==> src/bcs_regs_map.vh <==
// Purpose : address map, field positions and reset values of the bridge command/status block
// Assumes : included by every bcs design file by its bare name
// Notes   : definitions only
`ifndef BCS_REGS_MAP_VH
`define BCS_REGS_MAP_VH

// ****************************************
// addresses
// ****************************************
`define BCS_ADDR_W          12
`define BCS_ADDR_CMD        12'h0004
`define BCS_ADDR_STS        12'h0006
`define BCS_ADDR_IRQ_STS    12'h0100
`define BCS_ADDR_IRQ_MASK   12'h0104

// ****************************************
// command fields
// ****************************************
`define BCS_CMD_PERR_BIT    6
`define BCS_CMD_SERR_BIT    8
`define BCS_CMD_FAST_B2B_BIT 9
`define BCS_CMD_IRQ_DIS_BIT 10

// ****************************************
// status fields
// ****************************************
`define BCS_STS_PEND_BIT    3
`define BCS_STS_CAP_BIT     4
`define BCS_STS_MPOISON_BIT 8
`define BCS_STS_SYSERR_BIT  14
`define BCS_STS_POISON_BIT  15

// ****************************************
// interrupt status layout
// ****************************************
`define BCS_IRQ_N           4
`define BCS_IRQ_MPOISON     0
`define BCS_IRQ_SYSERR      1
`define BCS_IRQ_POISON      2
`define BCS_IRQ_PEND        3
`define BCS_ERR_N           3

// ****************************************
// widths and reset values
// ****************************************
`define BCS_REG_W           16
`define BCS_ZERO16          16'h0000
`define BCS_ZERO4           4'h0
`define BCS_RST_BIT         1'b0
`define BCS_CAP_VAL         1'b1

// ****************************************
// strap capture timing
// ****************************************
`define BCS_STRAP_INIT      2'h0
`define BCS_STRAP_STEP      2'h1
`define BCS_STRAP_LAST      2'h2

`endif

==> src/bcs_cmd_status.v <==
// Purpose : upper command bits and status register of a switch port's type-1 bridge
// Assumes : one 20 MHz clock; config requests decoded to a plain register port
// Notes   : lower command bits other than poison enable, identification registers and hot-plug controller live elsewhere
`timescale 1ns/100ps
`include "bcs_regs_map.vh"

// Functional notes
// - interrupt disable set negates the bridge's own interrupt; read/write, resets to zero
// - interrupt disable never touches interrupts forwarded from secondary to primary
// - pending status bit reads one while the bridge's own interrupt is pending
// - forwarded emulated interrupts from devices below never show in pending bit
// - downstream port: pending bit set while hot-plug controller asserts its interrupt
// - upstream port: pending bit always reads zero
// - capability list present bit is hardwired to one
// - master poison flag sets on poisoned completion or poisoned write, if enabled
// - system error flag sets when fatal/non-fatal message sent with reporting enabled
// - poison detected flag sets on any poisoned TLP received, regardless of enable
// - the three error flags are sticky, reset zero, cleared by writing one
// - unused command and status bits read zero and ignore writes
// - poison reporting enable clear means master poison flag never sets
// - reporting enable gates forwarding of fatal/non-fatal; correctable always forwarded
module bcs_cmd_status
(
  // clock and reset
  input  wire                    clk,
  input  wire                    rst_n,
  // register port
  input  wire [`BCS_ADDR_W-1:0]  reg_addr,
  input  wire [`BCS_REG_W-1:0]   reg_wdata,
  input  wire [1:0]              reg_wr_be,
  input  wire                    reg_wr,
  input  wire                    reg_rd,
  output wire [`BCS_REG_W-1:0]   reg_rdata,
  // port role strap pin
  input  wire                    upstream_port_pin,
  // own interrupt source
  input  wire                    hp_irq_asserted,
  output wire                    legacy_irq_out,
  // forwarded interrupt
  input  wire                    sec_intx_in,
  output wire                    pri_intx_fwd_out,
  // primary side poison events
  input  wire                    rx_poison_cpl,
  input  wire                    tx_poison_wr,
  input  wire                    rx_poison_tlp,
  // own error message sent
  input  wire                    own_err_msg_sent,
  // secondary error messages
  input  wire                    sec_err_cor,
  input  wire                    sec_err_nonfatal,
  input  wire                    sec_err_fatal,
  output wire                    pri_err_cor_out,
  output wire                    pri_err_nonfatal_out,
  output wire                    pri_err_fatal_out,
  // enables seen by the rest of the port
  output wire                    poison_report_enable_out,
  output wire                    error_report_enable_out,
  // interrupt
  output wire                    irq_out
);

  // ****************************************
  // declarations
  // ****************************************
  reg                    poison_report_enable_reg;
  reg                    error_report_enable_reg;
  reg                    legacy_irq_disable_reg;
  reg  [`BCS_IRQ_N-1:0]  irq_mask_reg;
  reg  [`BCS_REG_W-1:0]  rdata_reg;
  reg  [`BCS_REG_W-1:0]  rdata_next;
  reg                    legacy_irq_reg;
  reg                    fwd_intx_reg;
  reg                    fwd_cor_reg;
  reg                    fwd_nonfatal_reg;
  reg                    fwd_fatal_reg;
  reg                    irq_reg;
  reg                    is_upstream_reg;
  reg                    strap_done_reg;
  reg                    pending_prev_reg;

  wire                   upstream_sync;
  wire                   wr_cmd;
  wire                   wr_sts;
  wire                   wr_mask;
  wire                   rd_irq_sts;
  wire                   legacy_pending;
  wire                   fwd_fatal_now;
  wire                   err_sent_now;
  wire [2:0]             err_set;
  wire [2:0]             err_clr;
  wire [2:0]             err_q;
  wire [`BCS_IRQ_N-1:0]  irq_set;
  wire [`BCS_IRQ_N-1:0]  irq_q;
  wire [`BCS_REG_W-1:0]  cmd_view;
  wire [`BCS_REG_W-1:0]  sts_view;
  wire                   role_known;
  wire                   sts_clr_lane;
  wire                   irq_any;

  // ****************************************
  // port role strap
  // ****************************************
  bcs_sync2 u_strap_sync
  (
    .clk   (clk),
    .rst_n (rst_n),
    .d_in  (upstream_port_pin),
    .q_out (upstream_sync)
  );

  // caught once after release, the synchroniser needs two edges to settle
  reg [1:0] strap_wait_reg;

  always @(posedge clk)
  begin
    if (!rst_n)
    begin
      strap_wait_reg  <= `BCS_STRAP_INIT;
      strap_done_reg  <= `BCS_RST_BIT;
      is_upstream_reg <= `BCS_RST_BIT;
    end
    else if (!strap_done_reg)
    begin
      strap_wait_reg <= strap_wait_reg + `BCS_STRAP_STEP;
      if (strap_wait_reg == `BCS_STRAP_LAST)
      begin
        is_upstream_reg <= upstream_sync;
        strap_done_reg  <= 1'b1;
      end
    end
  end

  // ****************************************
  // address decode
  // ****************************************
  assign wr_cmd     = reg_wr & (reg_addr == `BCS_ADDR_CMD);
  assign wr_sts     = reg_wr & (reg_addr == `BCS_ADDR_STS);
  assign wr_mask    = reg_wr & (reg_addr == `BCS_ADDR_IRQ_MASK);
  assign rd_irq_sts = reg_rd & (reg_addr == `BCS_ADDR_IRQ_STS);

  // ****************************************
  // command bits
  // ****************************************
  // lower command byte holds only the poison enable in this block
  always @(posedge clk)
  begin
    if (!rst_n)
    begin
      poison_report_enable_reg <= `BCS_RST_BIT;
      error_report_enable_reg  <= `BCS_RST_BIT;
      legacy_irq_disable_reg   <= `BCS_RST_BIT;
    end
    else if (wr_cmd)
    begin
      if (reg_wr_be[0])
        poison_report_enable_reg <= reg_wdata[`BCS_CMD_PERR_BIT];
      if (reg_wr_be[1])
      begin
        error_report_enable_reg <= reg_wdata[`BCS_CMD_SERR_BIT];
        legacy_irq_disable_reg  <= reg_wdata[`BCS_CMD_IRQ_DIS_BIT];
      end
    end
  end

  // ****************************************
  // own interrupt
  // ****************************************
  // hot-plug only counts on a downstream port
  // role unknown until the strap is latched: no pending bit in either role
  assign role_known     = strap_done_reg;
  assign legacy_pending = hp_irq_asserted & role_known & ~is_upstream_reg;

  always @(posedge clk)
  begin
    if (!rst_n)
    begin
      legacy_irq_reg <= `BCS_RST_BIT;
      fwd_intx_reg   <= `BCS_RST_BIT;
    end
    else
    begin
      legacy_irq_reg <= legacy_pending & ~legacy_irq_disable_reg;
      fwd_intx_reg   <= sec_intx_in;
    end
  end

  // ****************************************
  // error message forwarding
  // ****************************************
  assign fwd_fatal_now = error_report_enable_reg & (sec_err_nonfatal | sec_err_fatal);

  always @(posedge clk)
  begin
    if (!rst_n)
    begin
      fwd_cor_reg      <= `BCS_RST_BIT;
      fwd_nonfatal_reg <= `BCS_RST_BIT;
      fwd_fatal_reg    <= `BCS_RST_BIT;
    end
    else
    begin
      fwd_cor_reg      <= sec_err_cor;
      fwd_nonfatal_reg <= sec_err_nonfatal & error_report_enable_reg;
      fwd_fatal_reg    <= sec_err_fatal & error_report_enable_reg;
    end
  end

  // forwarded messages are sent by this bridge too
  assign err_sent_now = error_report_enable_reg & (own_err_msg_sent | fwd_fatal_now);

  // ****************************************
  // sticky error flags
  // ****************************************
  assign err_set[0] = poison_report_enable_reg & (rx_poison_cpl | tx_poison_wr);
  assign err_set[1] = err_sent_now;
  assign err_set[2] = rx_poison_tlp;

  // all three flags sit in the upper byte lane
  assign sts_clr_lane = wr_sts & reg_wr_be[1];

  assign err_clr[0] = sts_clr_lane & reg_wdata[`BCS_STS_MPOISON_BIT];
  assign err_clr[1] = sts_clr_lane & reg_wdata[`BCS_STS_SYSERR_BIT];
  assign err_clr[2] = sts_clr_lane & reg_wdata[`BCS_STS_POISON_BIT];

  genvar gi;
  generate
    for (gi = 0; gi < `BCS_ERR_N; gi = gi + 1)
    begin : g_err
      bcs_flag u_flag
      (
        .clk    (clk),
        .rst_n  (rst_n),
        .set_in (err_set[gi]),
        .clr_in (err_clr[gi]),
        .q_out  (err_q[gi])
      );
    end
  endgenerate

  // ****************************************
  // interrupt status and mask
  // ****************************************
  always @(posedge clk)
  begin
    if (!rst_n)
      pending_prev_reg <= `BCS_RST_BIT;
    else
      pending_prev_reg <= legacy_pending;
  end

  // a read clears the status, a set in the same cycle still lands
  assign irq_set[`BCS_IRQ_MPOISON] = err_set[0];
  assign irq_set[`BCS_IRQ_SYSERR]  = err_set[1];
  assign irq_set[`BCS_IRQ_POISON]  = err_set[2];
  assign irq_set[`BCS_IRQ_PEND]    = legacy_pending & ~pending_prev_reg;

  generate
    for (gi = 0; gi < `BCS_IRQ_N; gi = gi + 1)
    begin : g_irq
      bcs_flag u_flag
      (
        .clk    (clk),
        .rst_n  (rst_n),
        .set_in (irq_set[gi]),
        .clr_in (rd_irq_sts),
        .q_out  (irq_q[gi])
      );
    end
  endgenerate

  always @(posedge clk)
  begin
    if (!rst_n)
      irq_mask_reg <= `BCS_ZERO4;
    else if (wr_mask & reg_wr_be[0])
      irq_mask_reg <= reg_wdata[`BCS_IRQ_N-1:0];
  end

  assign irq_any = |(irq_q & irq_mask_reg);

  always @(posedge clk)
  begin
    if (!rst_n)
      irq_reg <= `BCS_RST_BIT;
    else
      irq_reg <= irq_any;
  end

  // ****************************************
  // read views
  // ****************************************
  // unnamed bits are constant zero, writes to them go nowhere
  assign cmd_view = {5'h00,
                     legacy_irq_disable_reg,
                     1'b0,
                     error_report_enable_reg,
                     1'b0,
                     poison_report_enable_reg,
                     6'h00};

  assign sts_view = {err_q[2],
                     err_q[1],
                     5'h00,
                     err_q[0],
                     3'h0,
                     `BCS_CAP_VAL,
                     legacy_pending,
                     3'h0};

  always @*
  begin
    rdata_next = `BCS_ZERO16;
    if (reg_rd)
    begin
      case (reg_addr)
        `BCS_ADDR_CMD:      rdata_next = cmd_view;
        `BCS_ADDR_STS:      rdata_next = sts_view;
        `BCS_ADDR_IRQ_STS:  rdata_next = {12'h000, irq_q};
        `BCS_ADDR_IRQ_MASK: rdata_next = {12'h000, irq_mask_reg};
        default:            rdata_next = `BCS_ZERO16;
      endcase
    end
  end

  always @(posedge clk)
  begin
    if (!rst_n)
      rdata_reg <= `BCS_ZERO16;
    else
      rdata_reg <= rdata_next;
  end

  // ****************************************
  // outputs
  // ****************************************
  assign reg_rdata                = rdata_reg;
  assign legacy_irq_out           = legacy_irq_reg;
  assign pri_intx_fwd_out         = fwd_intx_reg;
  assign pri_err_cor_out          = fwd_cor_reg;
  assign pri_err_nonfatal_out     = fwd_nonfatal_reg;
  assign pri_err_fatal_out        = fwd_fatal_reg;
  assign poison_report_enable_out = poison_report_enable_reg;
  assign error_report_enable_out  = error_report_enable_reg;
  assign irq_out                  = irq_reg;

endmodule // bcs_cmd_status

==> src/bcs_sync2.v <==
// Purpose : two-stage synchroniser for a level from outside the clock domain
// Assumes : clk domain, synchronous active-low reset
// Notes   : first stage feeds only the second
`timescale 1ns/100ps
`include "bcs_regs_map.vh"

module bcs_sync2
(
  // clock and reset
  input  wire clk,
  input  wire rst_n,
  // level
  input  wire d_in,
  output wire q_out
);

  reg meta_reg;
  reg sync_reg;

  always @(posedge clk)
  begin
    if (!rst_n)
    begin
      meta_reg <= `BCS_RST_BIT;
      sync_reg <= `BCS_RST_BIT;
    end
    else
    begin
      meta_reg <= d_in;
      sync_reg <= meta_reg;
    end
  end

  assign q_out = sync_reg;

endmodule // bcs_sync2

==> src/bcs_flag.v <==
// Purpose : sticky status flag, hardware sets, software clears
// Assumes : clk domain, synchronous active-low reset
// Notes   : a set in the clearing cycle wins
`timescale 1ns/100ps
`include "bcs_regs_map.vh"

module bcs_flag
(
  // clock and reset
  input  wire clk,
  input  wire rst_n,
  // control
  input  wire set_in,
  input  wire clr_in,
  output wire q_out
);

  reg flag_reg;
  reg flag_next;

  always @*
  begin
    flag_next = flag_reg;
    if (clr_in)
      flag_next = 1'b0;
    if (set_in)
      flag_next = 1'b1;
  end

  always @(posedge clk)
  begin
    if (!rst_n)
      flag_reg <= `BCS_RST_BIT;
    else
      flag_reg <= flag_next;
  end

  assign q_out = flag_reg;

endmodule // bcs_flag

==> config.mk <==
export PLATFORM = sky130hd
export DESIGN_NAME = bcs_cmd_status
export DESIGN_NICKNAME = d
export VERILOG_FILES = /design/src/bcs_cmd_status.v /design/src/bcs_sync2.v /design/src/bcs_flag.v
export VERILOG_INCLUDE_DIRS = /design/src
export SDC_FILE = /design/constraint.sdc
export NUM_CORES = 1
export LEC_CHECK = 0
export BUFFER_PORTS_ARGS = -buffer_cell sky130_fd_sc_hd__clkbuf_2
export CORE_UTILIZATION = 50
export DETAILED_ROUTE_END_ITERATION = 7
export GPL_ROUTABILITY_DRIVEN = 0
export HOLD_SLACK_MARGIN = 0.08
export PLACE_DENSITY = 0.84
export SLEW_MARGIN = 0
export SYNTH_ARGS = -nofsm -noshare
export SYNTH_HDL_FRONTEND = slang
export SYNTH_SLANG_ARGS = --single-unit
export TNS_END_PERCENT = 1
==> constraint.sdc <==
create_clock -name clk -period 2.75 [get_ports clk]
set_input_delay 0 -clock clk [delete_from_list [all_inputs] [get_ports clk]]
set_output_delay 0 -clock clk [all_outputs]
set_load 0.05 [all_outputs]
==> results of run 1 <==
[cells by family after synthesis]
logic type	count (synthesis)	share of synthesized area, %
mux	13	8.41
flops	37	47.9
compound gates	18	7.12
fa+ha+maj	1	0.809
simple gates	69	28.1
other cells	1	0.242
xor+xnor	1	0.566
buf+inv	20	6.88
[cell usage after synthesis (all sizes together), types with 2 or more instances]
cell / count
o22ai: 2
buf: 8
inv: 6
nor2: 6
nor4: 6
nand2: 22
o21ai: 7
nor2b: 5
and3: 2
mux2i: 13
or4b: 2
a21oi: 2
and2: 6
a22oi: 2
nor3b: 2
nand3b: 3
dfxtp: 37
o21a: 2
or3b: 3
nor3: 3
clkbuf: 6
[final cells by class]
type / instances / area, sq um / area share, %
flip-flops and latches: 37 / 741 / 34.4
multi-input cells: 108 / 718 / 33.4
repair buffers: 82 / 548 / 25.5
clock buffers: 7 / 55.1 / 2.56
well taps: 31 / 38.8 / 1.80
clock inverters: 1 / 30.0 / 1.39
inverters: 6 / 22.5 / 1.05
[power by group through the flow]
| stage | registers (W) | clock network (W) | logic (W) |
|---|---|---|---|
| floorplan | 0.000605 | 0 | 0.000106 |
| global placement | 0.000598 | 0 | 0.000148 |
| detailed placement | 0.000601 | 0 | 0.000153 |
| CTS | 0.000589 | 0.000388 | 0.000180 |
| global route | 0.000593 | 0.000412 | 0.000201 |
| finish | 0.000588 | 0.000380 | 0.000181 |
[timing repair]
action	CTS	global route
setup endpoints to repair	0	0
endpoints found under the hold margin	29	0
hold buffers	27	0
[routing by layer]
layer,vias to the layer above,track usage [%]
li1,706,-
met1,633,24.6
met2,62,39.5
met3,8,6.25
met4,0,12.5
met5,-,0
[metrics by stage]
stage	total power (W)	hold slack (ps)	util [%]
2_1_floorplan	0.000711	108	-
3_3_place_gp	0.000746	203	63.0
3_5_place_dp	0.000753	212	63.0
4_1_cts	0.00116	87.1	75.5
5_1_grt	0.00120	112	75.5
6_report	0.00115	104	75.5
[worst max-delay path, cell delays in order]
cell,delay [ps]
dlygate4sd3_1,540
clkbuf_2,110
or4_4,480
nor4_1,560
a31oi_1,150
dlygate4sd3_1,570
[final timing paths]
path	startpoint	endpoint	slack (ps)	cells past startpoint
worst max-delay path	reg_addr[6]	g_err[2].u_flag.q_out	550	6
worst min-delay path	reg_addr[11]	poison_report_enable_out	100	4
worst max register to register	role_known	reg_rdata[3]	1130	4
worst min register to register	pending_prev_reg	g_irq[3].u_flag.q_out	440	1
==> impl_metrics.yaml, run 1 <==
status:
  status: "complete, but fails checks"
  violations: "design-rule violations"
critical_path:
  critPathArrivalTime_ps: 2420
  path_class: "in -> reg"
  crit_fanout: 6
  worstSetupStartpointType: "input pin"
  crit_required_ps: 2960
  endpoint_kind: "flip-flop"
synth:
  synth_area_leaders: "dfxtp_1 48%, mux2i_1 8.4%, nand2_1 5.3%"
  yosysTopAreaCellShare_pct: 47.9
  yosysUniqueCellTypes: 41
  synth_warnings: 0
  synthFlopType: "dfxtp_1"
  synth-edff-count: 0
  syn_area_per_cell_sq_um: 9.67
  ys_seq_area_share_pct: 47.9
  synth_seq_cells: 37
  synthCells: 160
  async_reset_ff_share_pct: 0
  yosysTopAreaCell: "dfxtp_1"
  syn_area_sq_um: 1550
routing:
  avgRoutedWirePerCell_um: 12.8
  route.final.wire_length_um: 3490
  ant_nets: 0
  wl_met3_um: 236
  first_pass_iters: 6
  vias: 1409
  first_iter_violations: 50
  wl_met1_um: 1410
  vias_per_cell: 5.18
  drcViolationCount: 5
  met2_length_um: 1770
  top_layer: "met4"
sta:
  tns_ps: 0
  finalCritPeriodShare_pct: 80.1
  hold_violations: 0
  finalCriticalPeriod_ps: 2200
  slew_headroom_pct: 62.2
  fin_ws_ps: 547
  fin_worst_skew_ps: 8.18
  rsz0062_at_grt: "no"
  setup_violations: 0
  drv_slew: 0
  fmax_mhz: 454
  max_slew.worst_pin.slew_ps: 561
final_layout:
  post_layout_nonfiller_instances: 272
  mostFrequentLayoutCell: "clkbuf_2"
  area_growth_pct: 39.2
  final_area_sq_um: 2150
  final_cell_mix: "54 x clkbuf_2, 37 x dfxtp_1, 27 x dlygate4sd3_1, 22 x nand2_1, 13 x mux2i_1"
  largest_reg_flops: 10
  antennaDiodeCount: 0
  fill_cells: 181
  drive_gt1_share_pct: 29.5
  nets: 285
place:
  dpl.hpwl_um: 2270
  dpl-instance-area_sq_um: 1800
  dp_slack_ps: 1200
  port_buffers: 54
  post-place-cells: 237
clock_tree:
  path_clk_slew_ps: 100
  post_cts.repair.setup_buffers: 0
  clockRootBuffer: "clkbuf_4"
  cts_resized: 0
  clock_latency_ps: 330
  cts_tree: "done"
  clock_path_buffers: 2
  numCtsBuffers: 5
  htree_levels: 2
  cts.sinks: 37
grt:
  grt.total_usage_pct: 22.6
  grt_max_degree: 37
  overflow: 0
  grt_pass1_wl_um: 5560
  antenna_found_initial: 0
  grt_pass1_vias: 1361
power:
  p_switching_w: 0.000277
  p_leak_nw: 0.956
  p_per_area_nw_per_um2: 534
  p_seq_share_pct: 51.2
  p_int_w: 0.000874
  p_clk_share_pct: 33.1
  swShare_pct: 24.0
  vdd_drop_max_mv: 0.375
  p_comb_share_pct: 15.8
floorplanning:
  core_sq_um: 2850
  num_rows: 19
  die_x_um: 57.6
  dieArea_sq_um: 3320
  initial_core_util_pct: 54.2
  io_pins: 68
  die_h_um: 57.6
job:
  drv_cap: 0
hold_path:
  hold_class: "in -> reg"
Power figures use the tool's default switching activity.
==> run 2: changes to the inputs <==
ABC_AREA = 1   (was not set)
CORE_UTILIZATION = 47   (was 50)
PLACE_DENSITY = 0.79   (was 0.84)
clock period = 2.2 ns   (was 2.75 ns; I/O delays follow)
==> run 2 against run 1 <==
Net effect:
- the flow now finishes without violations
- register-to-register slack lost 230 ps
- cell area grew 10%
- hold slack gained 5.7 ps
- critical path depth grew 1
- non-clock buffer count grew 15
- power grew 12%
- sequential share of layout area shrank 3.2 points
- count of clock-buffer cells in the layout is the same
- global-route usage grew 2.5 points
==> impl_metrics.yaml, run 2 <==
routing:
  first_iter_violations: 51
  drcViolationCount: 0
  avgRoutedWirePerCell_um: 10.7
  vias_per_cell: 4.62
  ant_nets: 0
  vias: 1680
  route.final.wire_length_um: 3900
  first_pass_iters: 4
floorplanning:
  dieArea_sq_um: 3630
  io_pins: 68
  initial_core_util_pct: 51.0
  num_rows: 20
  die_h_um: 60.3
  die_x_um: 60.3
  core_sq_um: 3130
grt:
  grt.total_usage_pct: 25.0
  antenna_found_initial: 0
  overflow: 0
  grt_pass1_wl_um: 6640
  grt_pass1_vias: 1618
  grt_max_degree: 17
final_layout:
  area_growth_pct: 48.6
  mostFrequentLayoutCell: "clkbuf_2"
  antennaDiodeCount: 0
  fill_cells: 243
  final_cell_mix: "54 x clkbuf_2, 50 x nand2_1, 43 x dlygate4sd3_1, 37 x dfxtp_1, 35 x inv_1"
  nets: 365
  final_area_sq_um: 2370
  largest_reg_flops: 10
  drive_gt1_share_pct: 25.0
clock_tree:
  clock_path_buffers: 2
  numCtsBuffers: 5
  cts.sinks: 37
  htree_levels: 2
  path_clk_slew_ps: 110
  cts_resized: 0
  clockRootBuffer: "clkbuf_4"
  post_cts.repair.setup_buffers: 0
  clock_latency_ps: 340
  cts_tree: "done"
place:
  port_buffers: 54
  dpl-instance-area_sq_um: 1890
  dpl.hpwl_um: 2310
synth:
  syn_area_sq_um: 1600
  synthFlopType: "dfxtp_1"
  yosysMostFrequentCell: "nand2_1"
  synth_seq_cells: 37
  synthTopCellsByCount: "50 x nand2_1, 37 x dfxtp_1, 35 x inv_1"
  async_reset_ff_share_pct: 0
  synth_area_leaders: "dfxtp_1 46%, nand2_1 12%, inv_1 8.2%"
  ys_seq_area_share_pct: 46.4
  yosysTopAreaCell: "dfxtp_1"
  syn_area_per_cell_sq_um: 7.29
  yosysTopAreaCellShare_pct: 46.4
  synthCells: 219
  synth-edff-count: 0
  synth_warnings: 0
  yosysUniqueCellTypes: 25
job:
  drv_cap: 0
critical_path:
  crit_required_ps: 2480
  critPathArrivalTime_ps: 2370
  crit_chain: "clkbuf_2 -> dlygate4sd3_1 -> nor3_1 -> dlygate4sd3_1 -> nand4_1 -> dlygate4sd3_1 -> a21oi_1"
  crit_fanout: 2
  path_class: "in -> reg"
  crit_path_top_delay_cell: "dlygate4sd3_1"
  critPathMaxStageDelay_ps: 620
  worstSetupStartpointType: "input pin"
  worst_path_most_repeated_cell: "dlygate4sd3_1"
  endpoint_kind: "flip-flop"
power:
  p_total_w: 0.00128
  p_leak_nw: 1.23
  p_per_area_nw_per_um2: 541
  vdd_drop_max_mv: 0.470
sta:
  tns_ps: 0
  rsz0062_at_grt: "no"
  setup_violations: 0
  finalCritPeriodShare_pct: 95.1
  drv_slew: 0
  hold_violations: 0
  hold_ws_ps: 110
  fmax_mhz: 478
  fin_worst_skew_ps: 9.25
  finalCriticalPeriod_ps: 2090
hold_path:
  hold_class: "in -> reg"
status:
  status: "finished clean"
## run 2: power breakdown
part | switching (W) | total [W] | internal, W
sequential | 0.0000163 | 0.000716 | 0.000700
combinational | 0.000118 | 0.000205 | 0.0000873
clock | 0.000210 | 0.000361 | 0.000151
## run 2: worst paths after layout
kind | from | to | slack, ps | depth (start not counted)
max | reg_addr[0] | reg_rdata[2] | 110 | 7
max reg2reg | error_report_enable_out | g_err[1].u_flag.q_out | 900 | 3
min | reg_addr[10] | reg_rdata[4] | 110 | 6
min reg2reg | pending_prev_reg | g_irq[3].u_flag.q_out | 410 | 1
## run 2: worst max-delay path: cells and delay by family
family	cells	cell delay [ps]
buffers and inverters	4	1830
and+or+nand+nor	2	390
AOI/OAI and AO/OA	1	150
## run 2: layout make-up
| class | count | area (sq um) | area share [%] |
|---|---|---|---|
| Clock buffer | 7 | 55.1 | 2.32 |
| Inverter | 39 | 148 | 6.22 |
| Multi-Input combinational cell | 140 | 673 | 28.4 |
| Sequential cell | 37 | 741 | 31.2 |
| Tap cell | 44 | 55.1 | 2.32 |
| Timing Repair Buffer | 97 | 701 | 29.5 |
## run 2: per-stage QoR
stage	std cells	setup slack, ps	util [%]
4_1_cts	364	205	75.8
3_3_place_gp	314	1190	60.3
3_5_place_dp	314	1170	60.3
6_report	364	108	75.8
2_1_floorplan	224	1120	-
5_1_grt	364	29.0	75.8
## run 2: layer usage
layer  global-route usage, %  up-vias  part of all wire, %
met2                    43.0       64                   51
met5                       0        -                    0
met4                    11.3        0                  1.9
met1                    28.2      745                   42
met3                    7.36       10                  5.1
li1                        -      861                    -
## run 2: timing repair
item	4_1_cts	5_1_grt
endpoints found under the setup margin	0	0
hold buffers	43	0
endpoints found under the hold margin	25	0
## run 2: kinds of logic after synthesis
logic type                 synth area share, %
DFF                                       46.4
adders and majority gates                0.784
other                                    0.235
buffers and inverters                     12.6
AOI/OAI and AO/OA                         6.98
and+or+nand+nor                           33.0
==> run 3: changes to the inputs <==
REMOVE_ABC_BUFFERS = 1   (was not set)
==> run 3 against run 2 <==
Net effect:
- wire length up 0.28%
- power down 1.6%
- maximum frequency up 3.7%
- highest routed layer unchanged
- utilization down 0.84 points
- critical path depth unchanged
- global-route usage down 0.61 points
- sequential power about the same
==> impl_metrics.yaml, run 3 (synthesized netlist as in run 2, its figures left out) <==
status:
  status: "finished clean"
floorplanning:
  die_x_um: 60.3
  io_pins: 68
  core_sq_um: 3130
  initial_core_util_pct: 51.0
  dieArea_sq_um: 3630
  die_h_um: 60.3
  num_rows: 20
grt:
  grt_pass1_vias: 1563
  grt.total_usage_pct: 24.4
  overflow: 0
  antenna_found_initial: 0
  grt_pass1_wl_um: 6380
  grt_max_degree: 17
critical_path:
  crit_buf_inv: 4
  path_delay_family: "buffers and inverters"
  worstSetupStartpointType: "input pin"
  critPathMaxStageDelay_ps: 590
  crit_chain: "clkbuf_2 -> dlygate4sd3_1 -> nor3_1 -> dlygate4sd3_1 -> nand4_1 -> dlygate4sd3_1 -> a21oi_1"
  crit_path_top_delay_cell: "dlygate4sd3_1"
  crit_fanout: 2
  crit_required_ps: 2480
  path_class: "in -> reg"
  r2r_start: "error_report_enable_out"
  endpoint_kind: "flip-flop"
  critPathArrivalTime_ps: 2290
  critPathLaunch: "reg_addr[0]"
  worst_path_most_repeated_cell: "dlygate4sd3_1"
final_layout:
  drive_gt1_share_pct: 24.8
  final_cell_mix: "54 x clkbuf_2, 50 x nand2_1, 41 x dlygate4sd3_1, 37 x dfxtp_1, 35 x inv_1"
  post_layout_nonfiller_instances: 363
  antennaDiodeCount: 0
  largest_reg_flops: 10
  nets: 363
  area_growth_pct: 46.9
  mostFrequentLayoutCell: "clkbuf_2"
sta:
  rsz0062_at_grt: "no"
  finalCritPeriodShare_pct: 91.7
  setup_violations: 0
  drv_slew: 0
  hold_violations: 0
  fin_worst_skew_ps: 6.17
  tns_ps: 0
  fmax_mhz: 496
  finalCriticalPeriod_ps: 2020
routing:
  first_iter_violations: 85
  first_pass_iters: 4
  avgRoutedWirePerCell_um: 10.8
  route.final.wire_length_um: 3910
  vias: 1643
  drcViolationCount: 0
  vias_per_cell: 4.53
  ant_nets: 0
place:
  dpl.hpwl_um: 2400
  port_buffers: 54
  post-place-cells: 314
power:
  p_leak_nw: 1.21
  p_per_area_nw_per_um2: 538
  vdd_drop_max_mv: 0.447
clock_tree:
  clock_latency_ps: 350
  clock_path_buffers: 2
  cts_tree: "done"
  clockRootBuffer: "clkbuf_4"
  numCtsBuffers: 5
  path_clk_slew_ps: 100
  post_cts.repair.setup_buffers: 0
  cts.sinks: 37
  cts_resized: 0
  htree_levels: 2
hold_path:
  hold_class: "in -> reg"
  hp-start: "reg_addr[9]"
job:
  drv_cap: 0
==> run 3: changes by cell type in the layout (fill, tap and decap cells not counted), sizes merged <==
| cell | change |
|---|---|
| clkbuf | +1 |
| dlygate4sd3 | -2 |
==> run 3: timing repair <==
action                     4_1_cts  5_1_grt
setup endpoints to repair        0        0
hold endpoints to repair        26        0
hold buffers                    41        0
==> run 3: metrics by stage <==
| step | hold WS [ps] | setup WS, ps | utilization, % | total power, W | instance area, sq um |
|---|---|---|---|---|---|
| floorplan | 93.5 | 1120 | - | 0.000830 | 1560 |
| global placement | 182 | 1190 | 60.3 | 0.000884 | 1890 |
| detailed placement | 188 | 1170 | 60.3 | 0.000893 | 1890 |
| CTS | 87.0 | 217 | 75.0 | 0.00126 | 2350 |
| global route | 107 | 135 | 75.0 | 0.00133 | 2350 |
| finish | 90.9 | 182 | 75.0 | 0.00126 | 2350 |
==> run 3: power by group <==
| part | total (W) | internal, W | switching, W |
|---|---|---|---|
| clock network | 0.000343 | 0.000127 | 0.000216 |
| registers | 0.000716 | 0.000700 | 0.0000164 |
| logic | 0.000203 | 0.0000859 | 0.000117 |
| total | 0.00126 | 0.000913 | 0.000349 |
==> run 3: worst reg2reg max path: stages (launching register included) <==
cell	delay, ps
dfxtp_1	430
o31ai_1	160
a21oi_1	170
dlygate4sd3_1	570
==> run 3: area by class of cell <==
type,count,area (sq um)
flip-flops and latches,37,741
inverters,39,148
repair buffers,95,681
fillers,258,782
well taps,44,55.1
clock buffers,8,48.8
multi-input cells,140,673
==> run 3: final timing paths <==
path,endpoint,slack (ps),cells past startpoint
max,reg_rdata[2],180,7
min,reg_rdata[2],90,6
max reg2reg,g_err[1].u_flag.q_out,820,3
min reg2reg,legacy_irq_out,420,1
==> run 3: layer usage <==
metal  part of all wire (%)  wire [um]  GRT usage, %
met5                      0          0             0
met2                     51       2000          42.2
met4                    2.4         92          11.0
met1                     42       1640          26.5
met3                    4.6        180          8.44
